**src/rtl/mgmt_irq_pkg.sv**
```systemverilog
// constants for the socket management interrupt and window enable block
package mgmt_irq_pkg;
  // ----------------------------------------
  // register offsets
  // ----------------------------------------
  localparam logic [7:0] OFS_STATUS_CHG = 8'h04;
  localparam logic [7:0] OFS_IRQ_CFG = 8'h05;
  localparam logic [7:0] OFS_WIN_EN = 8'h06;
  localparam logic [7:0] OFS_SOCK_CTRL = 8'h03;
  localparam logic [7:0] OFS_IRQ_MASK = 8'h40;
  // ----------------------------------------
  // field positions
  // ----------------------------------------
  localparam int BIT_BVD1 = 0;
  localparam int BIT_BVD2 = 1;
  localparam int BIT_RDY = 2;
  localparam int BIT_CD = 3;
  localparam int SEL_LSB = 4;
  localparam int SEL_MSB = 7;
  localparam int BIT_LEGACY_MODE = 4;
  localparam int BIT_CARD_IO = 5;
  localparam int BIT_WIN_RSVD = 5;
  localparam int MEM_WIN_MSB = 4;
  localparam int IO_WIN_LSB = 6;
  // ----------------------------------------
  // reset values and masks
  // ----------------------------------------
  localparam logic [7:0] RST_IRQ_CFG = 8'h00;
  localparam logic [7:0] RST_WIN_EN = 8'h00;
  localparam logic [7:0] RST_SOCK_CTRL = 8'h00;
  localparam logic [3:0] RST_IRQ_MASK = 4'hF;
  localparam logic [7:0] WIN_EN_WMASK = 8'hDF;
  localparam logic [3:0] SEL_OFF = 4'h0;
endpackage

```
**src/rtl/socket_mgmt_irq.sv**
```systemverilog
// socket management interrupt steering and window enable registers
`timescale 1ns/1ps

// Behaviour
// battery dead/status change with enable raises interrupt
// battery warning enabled only in memory mode
// ready change with enable raises interrupt
// card detect change with enable raises interrupt
// bits 7-4 select line; zero disables
// select codes map to lines; reserved listed
// code 1111 routes to line 15
// bits 0-4 enable memory windows
// bits 6-7 enable I/O windows
// status read clears status change flags
// ready change reads zero in I/O mode
// legacy mode bit set suppresses the steered line interrupts; o_irq still follows the mask
// OR sources; reserved codes act disabled
module socket_mgmt_irq (
  input wire logic i_clk,
  input wire logic i_srst,
  input wire logic [7:0] i_addr,
  input wire logic [7:0] i_wdata,
  input wire logic i_wr,
  input wire logic i_rd,
  input wire logic i_bvd1,
  input wire logic i_bvd2,
  input wire logic i_rdy,
  input wire logic i_cd1_n,
  input wire logic i_cd2_n,
  output logic [7:0] o_rdata,
  output logic [15:0] o_irq_line,
  output logic o_irq,
  output logic [4:0] o_mem_win_en,
  output logic [1:0] o_io_win_en
);
  // ----------------------------------------
  // registers
  // ----------------------------------------
  logic [7:0] irq_cfg_q;
  logic [7:0] win_en_q;
  logic [7:0] sock_ctrl_q;
  logic [3:0] irq_mask_q;
  logic [3:0] chg_q;
  logic [3:0] chg_d;
  logic [4:0] pins_q;
  logic [7:0] rdata_q;
  logic [15:0] line_q;
  logic irq_q;

  // decode of the line select; reserved codes give no line
  function automatic logic [15:0] line_decode(input logic [3:0] sel);
    logic [15:0] v;
    v = 16'h0000;
    unique case (sel)
      4'h3, 4'h4, 4'h5, 4'h7, 4'h9, 4'hA, 4'hB, 4'hC, 4'hE, 4'hF: v[sel] = 1'b1;
      default: v = 16'h0000;
    endcase
    return v;
  endfunction

  // ----------------------------------------
  // decode
  // ----------------------------------------
  wire io_mode = sock_ctrl_q[mgmt_irq_pkg::BIT_CARD_IO];
  wire wr_cfg = i_wr && (i_addr == mgmt_irq_pkg::OFS_IRQ_CFG);
  wire wr_win = i_wr && (i_addr == mgmt_irq_pkg::OFS_WIN_EN);
  wire wr_ctl = i_wr && (i_addr == mgmt_irq_pkg::OFS_SOCK_CTRL);
  wire wr_msk = i_wr && (i_addr == mgmt_irq_pkg::OFS_IRQ_MASK);
  wire rd_chg = i_rd && (i_addr == mgmt_irq_pkg::OFS_STATUS_CHG);
  wire [4:0] pins_now = {i_cd2_n, i_cd1_n, i_rdy, i_bvd2, i_bvd1};
  wire [4:0] pin_diff = pins_now ^ pins_q;
  wire [3:0] evt;
  // bvd1 falls in memory mode, either edge in I/O mode
  assign evt[mgmt_irq_pkg::BIT_BVD1] = io_mode ? pin_diff[0] : (pin_diff[0] && !i_bvd1);
  assign evt[mgmt_irq_pkg::BIT_BVD2] = !io_mode && pin_diff[1] && !i_bvd2;
  assign evt[mgmt_irq_pkg::BIT_RDY] = !io_mode && pin_diff[2];
  assign evt[mgmt_irq_pkg::BIT_CD] = pin_diff[3] || pin_diff[4];
  // a new event in the read cycle survives the clear
  assign chg_d = (rd_chg ? 4'h0 : chg_q) | evt;
  wire [3:0] chg_vis = {chg_q[3], chg_q[2] & ~io_mode, chg_q[1:0]};
  wire [3:0] en = irq_cfg_q[3:0] & {1'b1, 1'b1, ~io_mode, 1'b1};
  wire [3:0] pend = chg_vis & en;
  wire mgmt_req = (|pend) && !sock_ctrl_q[mgmt_irq_pkg::BIT_LEGACY_MODE];
  wire [3:0] sel = irq_cfg_q[mgmt_irq_pkg::SEL_MSB:mgmt_irq_pkg::SEL_LSB];
  wire [15:0] line_d = mgmt_req ? line_decode(sel) : 16'h0000;
  wire irq_d = |(chg_vis & irq_mask_q);

  logic [7:0] rsel;
  always_comb begin
    rsel = 8'h00;
    if (i_addr == mgmt_irq_pkg::OFS_STATUS_CHG) begin
      rsel = {4'h0, chg_vis};
    end else if (i_addr == mgmt_irq_pkg::OFS_IRQ_CFG) begin
      rsel = irq_cfg_q;
    end else if (i_addr == mgmt_irq_pkg::OFS_WIN_EN) begin
      rsel = win_en_q;
    end else if (i_addr == mgmt_irq_pkg::OFS_SOCK_CTRL) begin
      rsel = sock_ctrl_q;
    end else if (i_addr == mgmt_irq_pkg::OFS_IRQ_MASK) begin
      rsel = {4'h0, irq_mask_q};
    end
  end

  // ----------------------------------------
  // storage
  // ----------------------------------------
  // one short block per register, so a write strobe can only touch its own target
  always_ff @(posedge i_clk) begin
    if (i_srst) begin
      irq_cfg_q <= mgmt_irq_pkg::RST_IRQ_CFG;
    end else if (wr_cfg) begin
      irq_cfg_q <= i_wdata;
    end
  end

  always_ff @(posedge i_clk) begin
    if (i_srst) begin
      win_en_q <= mgmt_irq_pkg::RST_WIN_EN;
    end else if (wr_win) begin
      win_en_q <= i_wdata & mgmt_irq_pkg::WIN_EN_WMASK;
    end
  end

  always_ff @(posedge i_clk) begin
    if (i_srst) begin
      sock_ctrl_q <= mgmt_irq_pkg::RST_SOCK_CTRL;
    end else if (wr_ctl) begin
      sock_ctrl_q <= i_wdata;
    end
  end

  always_ff @(posedge i_clk) begin
    if (i_srst) begin
      irq_mask_q <= mgmt_irq_pkg::RST_IRQ_MASK;
    end else if (wr_msk) begin
      irq_mask_q <= i_wdata[3:0];
    end
  end

  always_ff @(posedge i_clk) begin
    if (i_srst) begin
      chg_q <= 4'h0;
      pins_q <= 5'h00;
    end else begin
      chg_q <= chg_d;
      pins_q <= pins_now;
    end
  end

  always_ff @(posedge i_clk) begin
    if (i_srst) begin
      rdata_q <= 8'h00;
      line_q <= 16'h0000;
      irq_q <= 1'b0;
    end else begin
      rdata_q <= i_rd ? rsel : 8'h00;
      line_q <= line_d;
      irq_q <= irq_d && !rd_chg;
    end
  end

  // ----------------------------------------
  // outputs
  // ----------------------------------------
  // the pin sampler starts at zero, so a high card detect pin may flag once after reset
  assign o_rdata = rdata_q;
  assign o_irq_line = line_q;
  assign o_irq = irq_q;
  assign o_mem_win_en = win_en_q[mgmt_irq_pkg::MEM_WIN_MSB:0];
  assign o_io_win_en = win_en_q[7:mgmt_irq_pkg::IO_WIN_LSB];
endmodule

```
**config.mk**
```make
export PLATFORM = sky130hd
export DESIGN_NAME = socket_mgmt_irq
export DESIGN_NICKNAME = d
export VERILOG_FILES = /design/src/rtl/mgmt_irq_pkg.sv /design/src/rtl/socket_mgmt_irq.sv
export SDC_FILE = /design/constraint.sdc
export NUM_CORES = 1
export LEC_CHECK = 0
export ABC_AREA = 1
export BUFFER_PORTS_ARGS = -buffer_cell sky130_fd_sc_hd__buf_2
export CAP_MARGIN = 10
export CORE_UTILIZATION = 50
export DETAILED_ROUTE_END_ITERATION = 16
export PLACE_DENSITY = 0.76
export SLEW_MARGIN = 5
export SYNTH_ARGS = -nofsm -noshare
export SYNTH_HDL_FRONTEND = slang
export SYNTH_SLANG_ARGS = --single-unit
```
**constraint.sdc**
```tcl
create_clock -name i_clk -period 2.42 [get_ports i_clk]
set_input_delay 0.484 -clock i_clk [delete_from_list [all_inputs] [get_ports i_clk]]
set_output_delay 0.484 -clock i_clk [all_outputs]
set_load 0.005 [all_outputs]
```
==> results.md, run 1 <==
- Status: finished, final reports clean
- Final Instance Area: 3020 um^2
- Fillers: 465
- Routed vias: 2,231
- Port Buffers: 56
- Min-Delay Path Class: input port to flop
- Dpl hpwl: 4.05 mm
- Reg2Reg Depth: 6
- Unrepaired setup endpoints after global routing: false
- Detailed Route Iter0 Violations: 103
- Setup CP Type: input port to flop
- Met2 Use GR: 0.394
- Worst Slack Setup Final: 0.943 ns
- Layer with the highest usage: met2
- Buffer count from post-CTS setup fixing: 0
- Dpl ws: 0.625 ns
- Antenna violations before repair: 0
- TritonCTS buffer count: 9
- Grt met3 use: 0.0663
- Fin crit share: 0.610
- Finished Core Util: 0.634
- Peak VDD IR: 549 uV
- FF-to-FF End: o_irq_line[14]
- Ant diodes: 0
- Nets: 420
- Ports: 57
- Setup violations, final: 0
- Fin Hold WS: 0.361 ns
- Hold Vio Cnt, Final: 0
- Gate Count Post-Synth: 328
- Post-CTS Hold Buffers: 0
- Root buffer cell: clkbuf_8
- Worst Hold End: pins_q[4]
- # H-tree levels: 3
- Layout area overhead: 20.5%
- Rows: 25
- Register area: 1220 um^2
- CTS tree: done
- Flop2flop setup slack: 1.14 ns
- Area after DPL: 2840 um^2
- Cell area power density: 647 nW/um^2
- Synth top area share: 0.488
- Vias in the first global route: 2,096
- MaxCap Viol Count: 0
- Hold Path Stages: 3
- Post-layout min period: 1.48 ns
- Sink Count: 61
- CP max FO: 13
- Layout cells sized above 1: 0.236
- Synth cell types: 27
- Avg Vias per Cell: 4.79
- Multi-input logic area: 1070 um^2
- # resized after CTS: 0
- Aggregate global-route resource usage: 0.230
- Chip height: 72.7 um
- M1 GR Usage: 0.263
- Die area: 5290 um^2
- Final setup TNS: 0 ns
- CP peak stage delay: 0.30 ns
- Largest cells by area after synthesis: dfxtp_1, nand2_1, nor2_1
- Most frequent cell after synthesis: dfxtp_1
- Initial core utilization: 0.526
- Ys async rst share: 0
- Synth top cells by count: dfxtp_1, nand2_1, nor2_1
- Final ANT Viol Nets: 0
- R2r startpoint: irq_cfg_q[5]
- Die width: 72.7 um
- Synth Register Bits: 61
- Area leader, netlist: dfxtp_1
- CP Data Arrival Time: 1.70 ns
- Drt drc: 0
- CP Capture Type: flop
- Cell Area, Synth: 2500 um^2
- Leak: 1.43 nW
- Sequential-to-total area share from yosys stat: 0.488
- Pre-Repair DR Iteration Count: 4
- Final Skew: 0.00545 ns
- Crit path cell chain: buf_2 > nor2_1 > nand2_4 > nor2_4 > nand2_2 > o21ai_0 > a21oi_1
- Synthesized area per cell: 7.63 um^2
- Ys flop type: dfxtp_1
- Detailed Route WL: 5.44 mm
- Core area: 4750 um^2
- Ys Warns: 0
- Crit-path slowest cell: nor2_4
- First-pass GRT wire length: 9.05 mm
- CP startpoint kind: input port
- Max Clock Freq: 677 MHz
- DR WL/cell: 11.7 um
- CTS max path bufs: 2
- Post-synth EDFFs: 0
- Slew Viols, Final: 0
- Worst-Skew Late Latency: 0.34 ns
- Worst hold path startpoint: i_cd2_n
- Final global-route overflow total: 0
- GPL Wtd Cong: 0.850
- WP data required: 2.65 ns
- Largest net degree at the start of global routing: 14
- Clk slew on worst S/H paths: 0.07 ns
-- layout make-up --
class,count,area share
timing repair buffer,58,0.0979
multi-input combinational,218,0.353
sequential,61,0.405
inverter,46,0.0572
clock inverter,4,0.00747
tap,67,0.0278
clock buffer,12,0.0514
-- state kept, by name (all words and copies together), names as in the netlist --
name,flops
irq_mask_q,4
sock_ctrl_q,8
o_rdata,8
chg_q,4
win_en_q,7
o_irq_line,16
o_irq,1
pins_q,5
irq_cfg_q,8
-- worst max-delay path by stage --
| stage | from | slack, ns | cells past startpoint | to |
|---|---|---|---|---|
| finish | i_addr[5] | 0.94 | 7 | irq_cfg_q[3] |
| global placement | i_addr[5] | 0.63 | 7 | irq_cfg_q[4] |
| detailed placement | i_addr[5] | 0.62 | 7 | irq_cfg_q[4] |
| global route | i_addr[2] | 0.82 | 8 | irq_cfg_q[4] |
| CTS | i_addr[2] | 0.97 | 8 | irq_cfg_q[3] |
| floorplan | i_addr[5] | 1.01 | 7 | sock_ctrl_q[0] |
-- critical path: cells and delay by family --
kind	cells	cell delay [ns]
simple gates	4	0.82
compound gates	2	0.28
buf+inv	1	0.10
-- layout by cell type (no fill, tap or decap), drive strengths merged, types with 2 or more instances in the layout --
cell    Yosys  routed
nand4       2       2
nand2      66      66
o211ai      5       5
clkinv      0       3
a21oi      24      24
dfxtp      61      61
clkbuf      3      12
xor2        3       3
buf         5      58
inv        46      46
nor2       53      53
o21ai      33      33
conb        1       6
nand3      21      21
-- routing by layer --
metal,part of all wire,up-vias
met5,0,-
met4,0.022,0
met3,0.054,14
met2,0.49,71
met1,0.43,978
li1,-,1168
-- cells by family (layout without fill, tap and decap cells) --
group,count (synthesis),in the layout,share of synthesized area
DFF,61,61,0.488
other,1,6,0.00150
and+or+nand+nor,144,144,0.261
buffers and inverters,54,120,0.0935
AOI/OAI and AO/OA,64,64,0.141
xor gates and xnor gates,3,3,0.0105
adders and majority gates,1,1,0.00500
-- stage by stage --
step	instances	total power, mW
2_1_floorplan	333	1.12
3_3_place_gp	450	1.17
3_5_place_dp	450	1.17
4_1_cts	466	1.97
5_1_grt	466	2.03
6_report	466	1.95
-- where the power goes --
| part | internal [mW] | leakage [nW] | total (mW) | switching (mW) |
|---|---|---|---|---|
| clock | 0.422 | 0.0921 | 0.800 | 0.379 |
| combinational | 0.0450 | 0.840 | 0.120 | 0.0753 |
| sequential | 1.02 | 0.496 | 1.03 | 0.00802 |
No activity file was read; power rests on OpenSTA's default activity.
==> run 2: changes to the inputs <==
clock period = 1.5 ns   (was 2.42 ns; I/O delays follow)
==> run 2 against run 1 <==
Utilization up 0.92 points. Setup slack worse by 0.74 ns. Clock-buffer cell count down 2. Largest power group unchanged. Sequential power is 61% higher.
==> results.md, run 2 (same netlist as run 1, synthesis figures left out) <==
- Fin crit share: 0.864
- Chip height: 72.7 um
- Fin cells: 470
- Final Instance Area: 3060 um^2
- Setup CP Type: flop to flop
- Detailed Route Iter0 Violations: 86
- Layout area overhead: 22.3%
- CP peak stage delay: 0.37 ns
- Avg Vias per Cell: 4.81
- Initial core utilization: 0.526
- Antenna violations before repair: 0
- Dpl ws: 0.0419 ns
- Vias in the first global route: 2,189
- Worst Slack Setup Final: 0.204 ns
- Largest net degree at the start of global routing: 19
- WP data required: 1.78 ns
- Finished Core Util: 0.644
- Dpl hpwl: 4.13 mm
- Hold Vio Cnt, Final: 0
- CP startpoint kind: flop
- Final setup TNS: 0 ns
- TritonCTS buffer count: 9
- Routed vias: 2,260
- CP Data Arrival Time: 1.58 ns
- Max Clock Freq: 772 MHz
- Ports: 57
- Slew Viols, Final: 0
- CP max FO: 10
- First-pass GRT wire length: 9.41 mm
- Leak: 1.45 nW
- Layout cells sized above 1: 0.243
- Aggregate global-route resource usage: 0.241
- Post-CTS Hold Buffers: 0
- Nets: 424
- CTS max path bufs: 2
- Fin Hold WS: 0.171 ns
- Cell area power density: 1070 nW/um^2
- Unrepaired setup endpoints after global routing: false
- Area after DPL: 2870 um^2
- Most frequent cells in the layout: dfxtp_1, nand2_1, buf_2
- MaxCap Viol Count: 0
- Flop2flop setup slack: 0.20 ns
- Clk slew on worst S/H paths: 0.07 ns
- Status: finished, final reports clean
- Root buffer cell: clkbuf_8
- Pre-Repair DR Iteration Count: 4
- Final ANT Viol Nets: 0
- GPL Wtd Cong: 0.899
- Placed Cells: 454
- Rows: 25
- Hold Path Stages: 3
- CTS tree: done
- Ant diodes: 0
- Min-Delay Path Class: input port to flop
- Crit path cell chain: nor2_1 > nand2_1 > o2111ai_1 > nand3_2 > nor2_1
- # H-tree levels: 3
- Die area: 5290 um^2
- Final Skew: 0.00688 ns
- Core area: 4750 um^2
- Worst path most repeated cell: nor2_1
- Detailed Route WL: 5.60 mm
- Reg2Reg Depth: 5
- Buffer count from post-CTS setup fixing: 0
- Setup violations, final: 0
- CP Capture Type: flop
- Most common cell after layout, fill and taps aside: dfxtp_1
- DR WL/cell: 11.9 um
- Post-layout min period: 1.30 ns
- Pwr Total: 3.28 mW
- Peak VDD IR: 1020 uV
- Port Buffers: 56
- Final global-route overflow total: 0
- Worst-Skew Late Latency: 0.35 ns
- Die width: 72.7 um
- Crit-path slowest cell: dfxtp_1
- Drt drc: 0
- Largest register FFs: 16
- Sink Count: 61
==> run 2: critical path: cells and delay by family, from the launching register on <==
kind             cells  cell delay, ns
AO/OA/AOI/OAI        1            0.15
AND/OR/NAND/NOR      4            0.71
flip-flops           1            0.37
==> run 2: repair_timing <==
action,4_1_cts,5_1_grt
endpoints found under the setup margin,0,1
hold endpoints to repair,0,0
resized for setup,0,1
==> run 2: path summary, 6_finish.rpt <==
| kind | start | to |
|---|---|---|
| max | sock_ctrl_q[5] | o_irq_line[4] |
| min | i_bvd2 | pins_q[1] |
| max reg2reg | sock_ctrl_q[5] | o_irq_line[4] |
| min reg2reg | sock_ctrl_q[7] | sock_ctrl_q[7] |
==> run 2: cell type report <==
class | count | area [um^2]
Timing Repair Buffer | 62 | 325
Sequential cell | 61 | 1220
Clock buffer | 10 | 128
Fill cell | 440 | 1690
Clock inverter | 6 | 63.8
Inverter | 46 | 173
Tap cell | 67 | 83.8
Multi-Input combinational cell | 218 | 1070
==> run 2: report_power, final <==
group	internal, mW	total [mW]	switching [mW]	leakage [nW]
Sequential	1.65	1.66	0.0129	0.496
Clock	0.763	1.42	0.661	0.0923
Combinational	0.0756	0.198	0.122	0.861
==> run 2: metal layers <==
layer	global-route usage	share of wire
met1	0.271	0.43
met2	0.403	0.50
met3	0.102	0.052
met4	0.0959	0.019
met5	0	0
==> run 3: changes to the inputs <==
clock period = 1.4 ns   (was 1.5 ns; I/O delays follow)
==> run 3 against run 2 <==
Via count grew 3.2%. Clock skew about the same. Critical path depth is 1 higher. Utilization up 0.79 points. Final cell count rose by 0.43%. Clock-buffer cell count up 3. First-iteration DRC count up 3.5%. Sequential share of layout area shrank 0.44 points. Setup slack worse by 0.029 ns. Critical path type unchanged. Critical endpoint is now o_irq_line[5]. Largest power group unchanged. Highest routed layer unchanged.
==> results.md, run 3 (same netlist as run 1, synthesis figures left out) <==
- Status: finished, final reports clean
- Min-Delay Path Class: input port to flop
- Most frequent cells in the layout: nand2_1, dfxtp_1, buf_2
- Crit path max-delay family: simple AND/OR/NAND/NOR gates
- Hold Vio Cnt, Final: 0
- First-pass GRT wire length: 9.02 mm
- Post-CTS Hold Buffers: 0
- DR WL/cell: 11.9 um
- # resized after CTS: 0
- Comb pwr share: 0.062
- Ports: 57
- Register area: 1220 um^2
- P_int: 2.63 mW
- Dpl hpwl: 4.06 mm
- Detailed Route WL: 5.62 mm
- Crit-path slowest cell: dfxtp_2
- MaxCap Viol Count: 0
- Fillers: 417
- Die width: 72.7 um
- CP peak stage delay: 0.34 ns
- CP Capture Type: flop
- Sw Ratio: 0.235
- Multi-input logic area: 1100 um^2
- Sw power: 810 uW
- Finished Core Util: 0.652
- # H-tree levels: 3
- Unrepaired setup endpoints after global routing: false
- Final Skew: 0.00663 ns
- Largest net degree at the start of global routing: 19
- CP startpoint kind: flop
- Detailed Route Iter0 Violations: 89
- Avg Vias per Cell: 4.94
- Peak VDD IR: 625 uV
- Root buffer cell: clkbuf_8
- Worst-Skew Late Latency: 0.34 ns
- GPL Wtd Cong: 0.802
- Buffer count from post-CTS setup fixing: 0
- Drt drc: 0
- TritonCTS buffer count: 9
- Chip height: 72.7 um
- Slew Viols, Final: 0
- Max Clock Freq: 816 MHz
- Clk network pwr share: 0.420
- Setup violations, final: 0
- Vias in the first global route: 2,107
- Leak: 1.47 nW
- Core area: 4750 um^2
- CP max FO: 5
- Sink Count: 61
- Layout cells sized above 1: 0.264
- Port Buffers: 56
- Flop pwr share: 0.517
- Final setup TNS: 0 ns
- Post-layout min period: 1.22 ns
- Antenna violations before repair: 0
- Rows: 25
- Initial core utilization: 0.526
- Largest register FFs: 16
- CP Data Arrival Time: 1.50 ns
- CTS max path bufs: 2
- Ant diodes: 0
- Placed Cells: 455
- Fin crit share: 0.875
- Routed vias: 2,332
- Clk slew on worst S/H paths: 0.07 ns
- Aggregate global-route resource usage: 0.230
- Pre-Repair DR Iteration Count: 4
- Final global-route overflow total: 0
- Critical path buffer and inverter count: 1
- CTS tree: done
- Crit path cell chain: nand2_1 > inv_1 > o21ai_2 > xor2_2 > nand3_2 > nor2_1
- Fin cells: 472
- Cell area power density: 1110 nW/um^2
- Die area: 5290 um^2
- Layout area overhead: 23.8%
- WP data required: 1.67 ns
- Nets: 426
- Setup CP Type: flop to flop
- Final ANT Viol Nets: 0
==> run 3: cell types whose count changed in the layout (fill, tap and decap cells not counted), sizes merged <==
cell,previous run,this run
buf,62,63
bufinv,1,0
clkbuf,10,13
clkinvlp,2,0
nand3,21,22
==> run 3: final cells by class <==
cell class / count / area share
Clock inverter: 3 / 0.00606
Timing Repair Buffer: 63 / 0.107
Tap cell: 67 / 0.0271
Sequential cell: 61 / 0.395
Inverter: 46 / 0.0557
Clock buffer: 13 / 0.0545
Multi-Input combinational cell: 219 / 0.355
==> run 3: worst paths after layout <==
check                       from  cells past startpoint  slack (ns)        endpoint
hold / removal           i_cd2_n                      3        0.16       pins_q[4]
hold reg to reg   sock_ctrl_q[3]                      2        0.46  sock_ctrl_q[3]
setup / recovery    irq_cfg_q[5]                      6        0.18   o_irq_line[5]
setup reg to reg    irq_cfg_q[5]                      6        0.18   o_irq_line[5]
==> run 3: power groups by stage <==
stage | clock, mW | sequential, mW | combinational [mW]
after floorplan | 0 | 1.82 | 0.111
after global placement | 0 | 1.82 | 0.206
after detailed placement | 0 | 1.82 | 0.208
after CTS | 1.47 | 1.78 | 0.210
after global routing | 1.56 | 1.78 | 0.242
final | 1.45 | 1.78 | 0.215
==> run 3: worst reg2reg max path, cell delays in order, from the launching register on <==
cell,delay [ns]
dfxtp_2,0.34
nand2_1,0.07
inv_1,0.07
o21ai_2,0.17
xor2_2,0.21
nand3_2,0.17
nor2_1,0.13
==> run 3: per-stage QoR <==
step                total power [mW]  hold slack (ns)  setup slack [ns]  instance area (um^2)
floorplan                       1.93            0.387             0.199                  2520
global placement                2.03            0.439          -0.00578                  2880
detailed placement              2.03            0.449           -0.0272                  2880
CTS                             3.46            0.148             0.117                  3060
global route                    3.58            0.162            0.0566                  3100
finish                          3.44            0.158             0.175                  3100
==> run 3: per-layer routing <==
| layer | GRT usage | up-vias | share of wire |
|---|---|---|---|
| li1 | - | 1185 | - |
| met1 | 0.260 | 1062 | 0.42 |
| met2 | 0.399 | 78 | 0.51 |
| met3 | 0.0746 | 7 | 0.060 |
| met4 | 0.0980 | 0 | 0.012 |
| met5 | 0 | - | 0 |
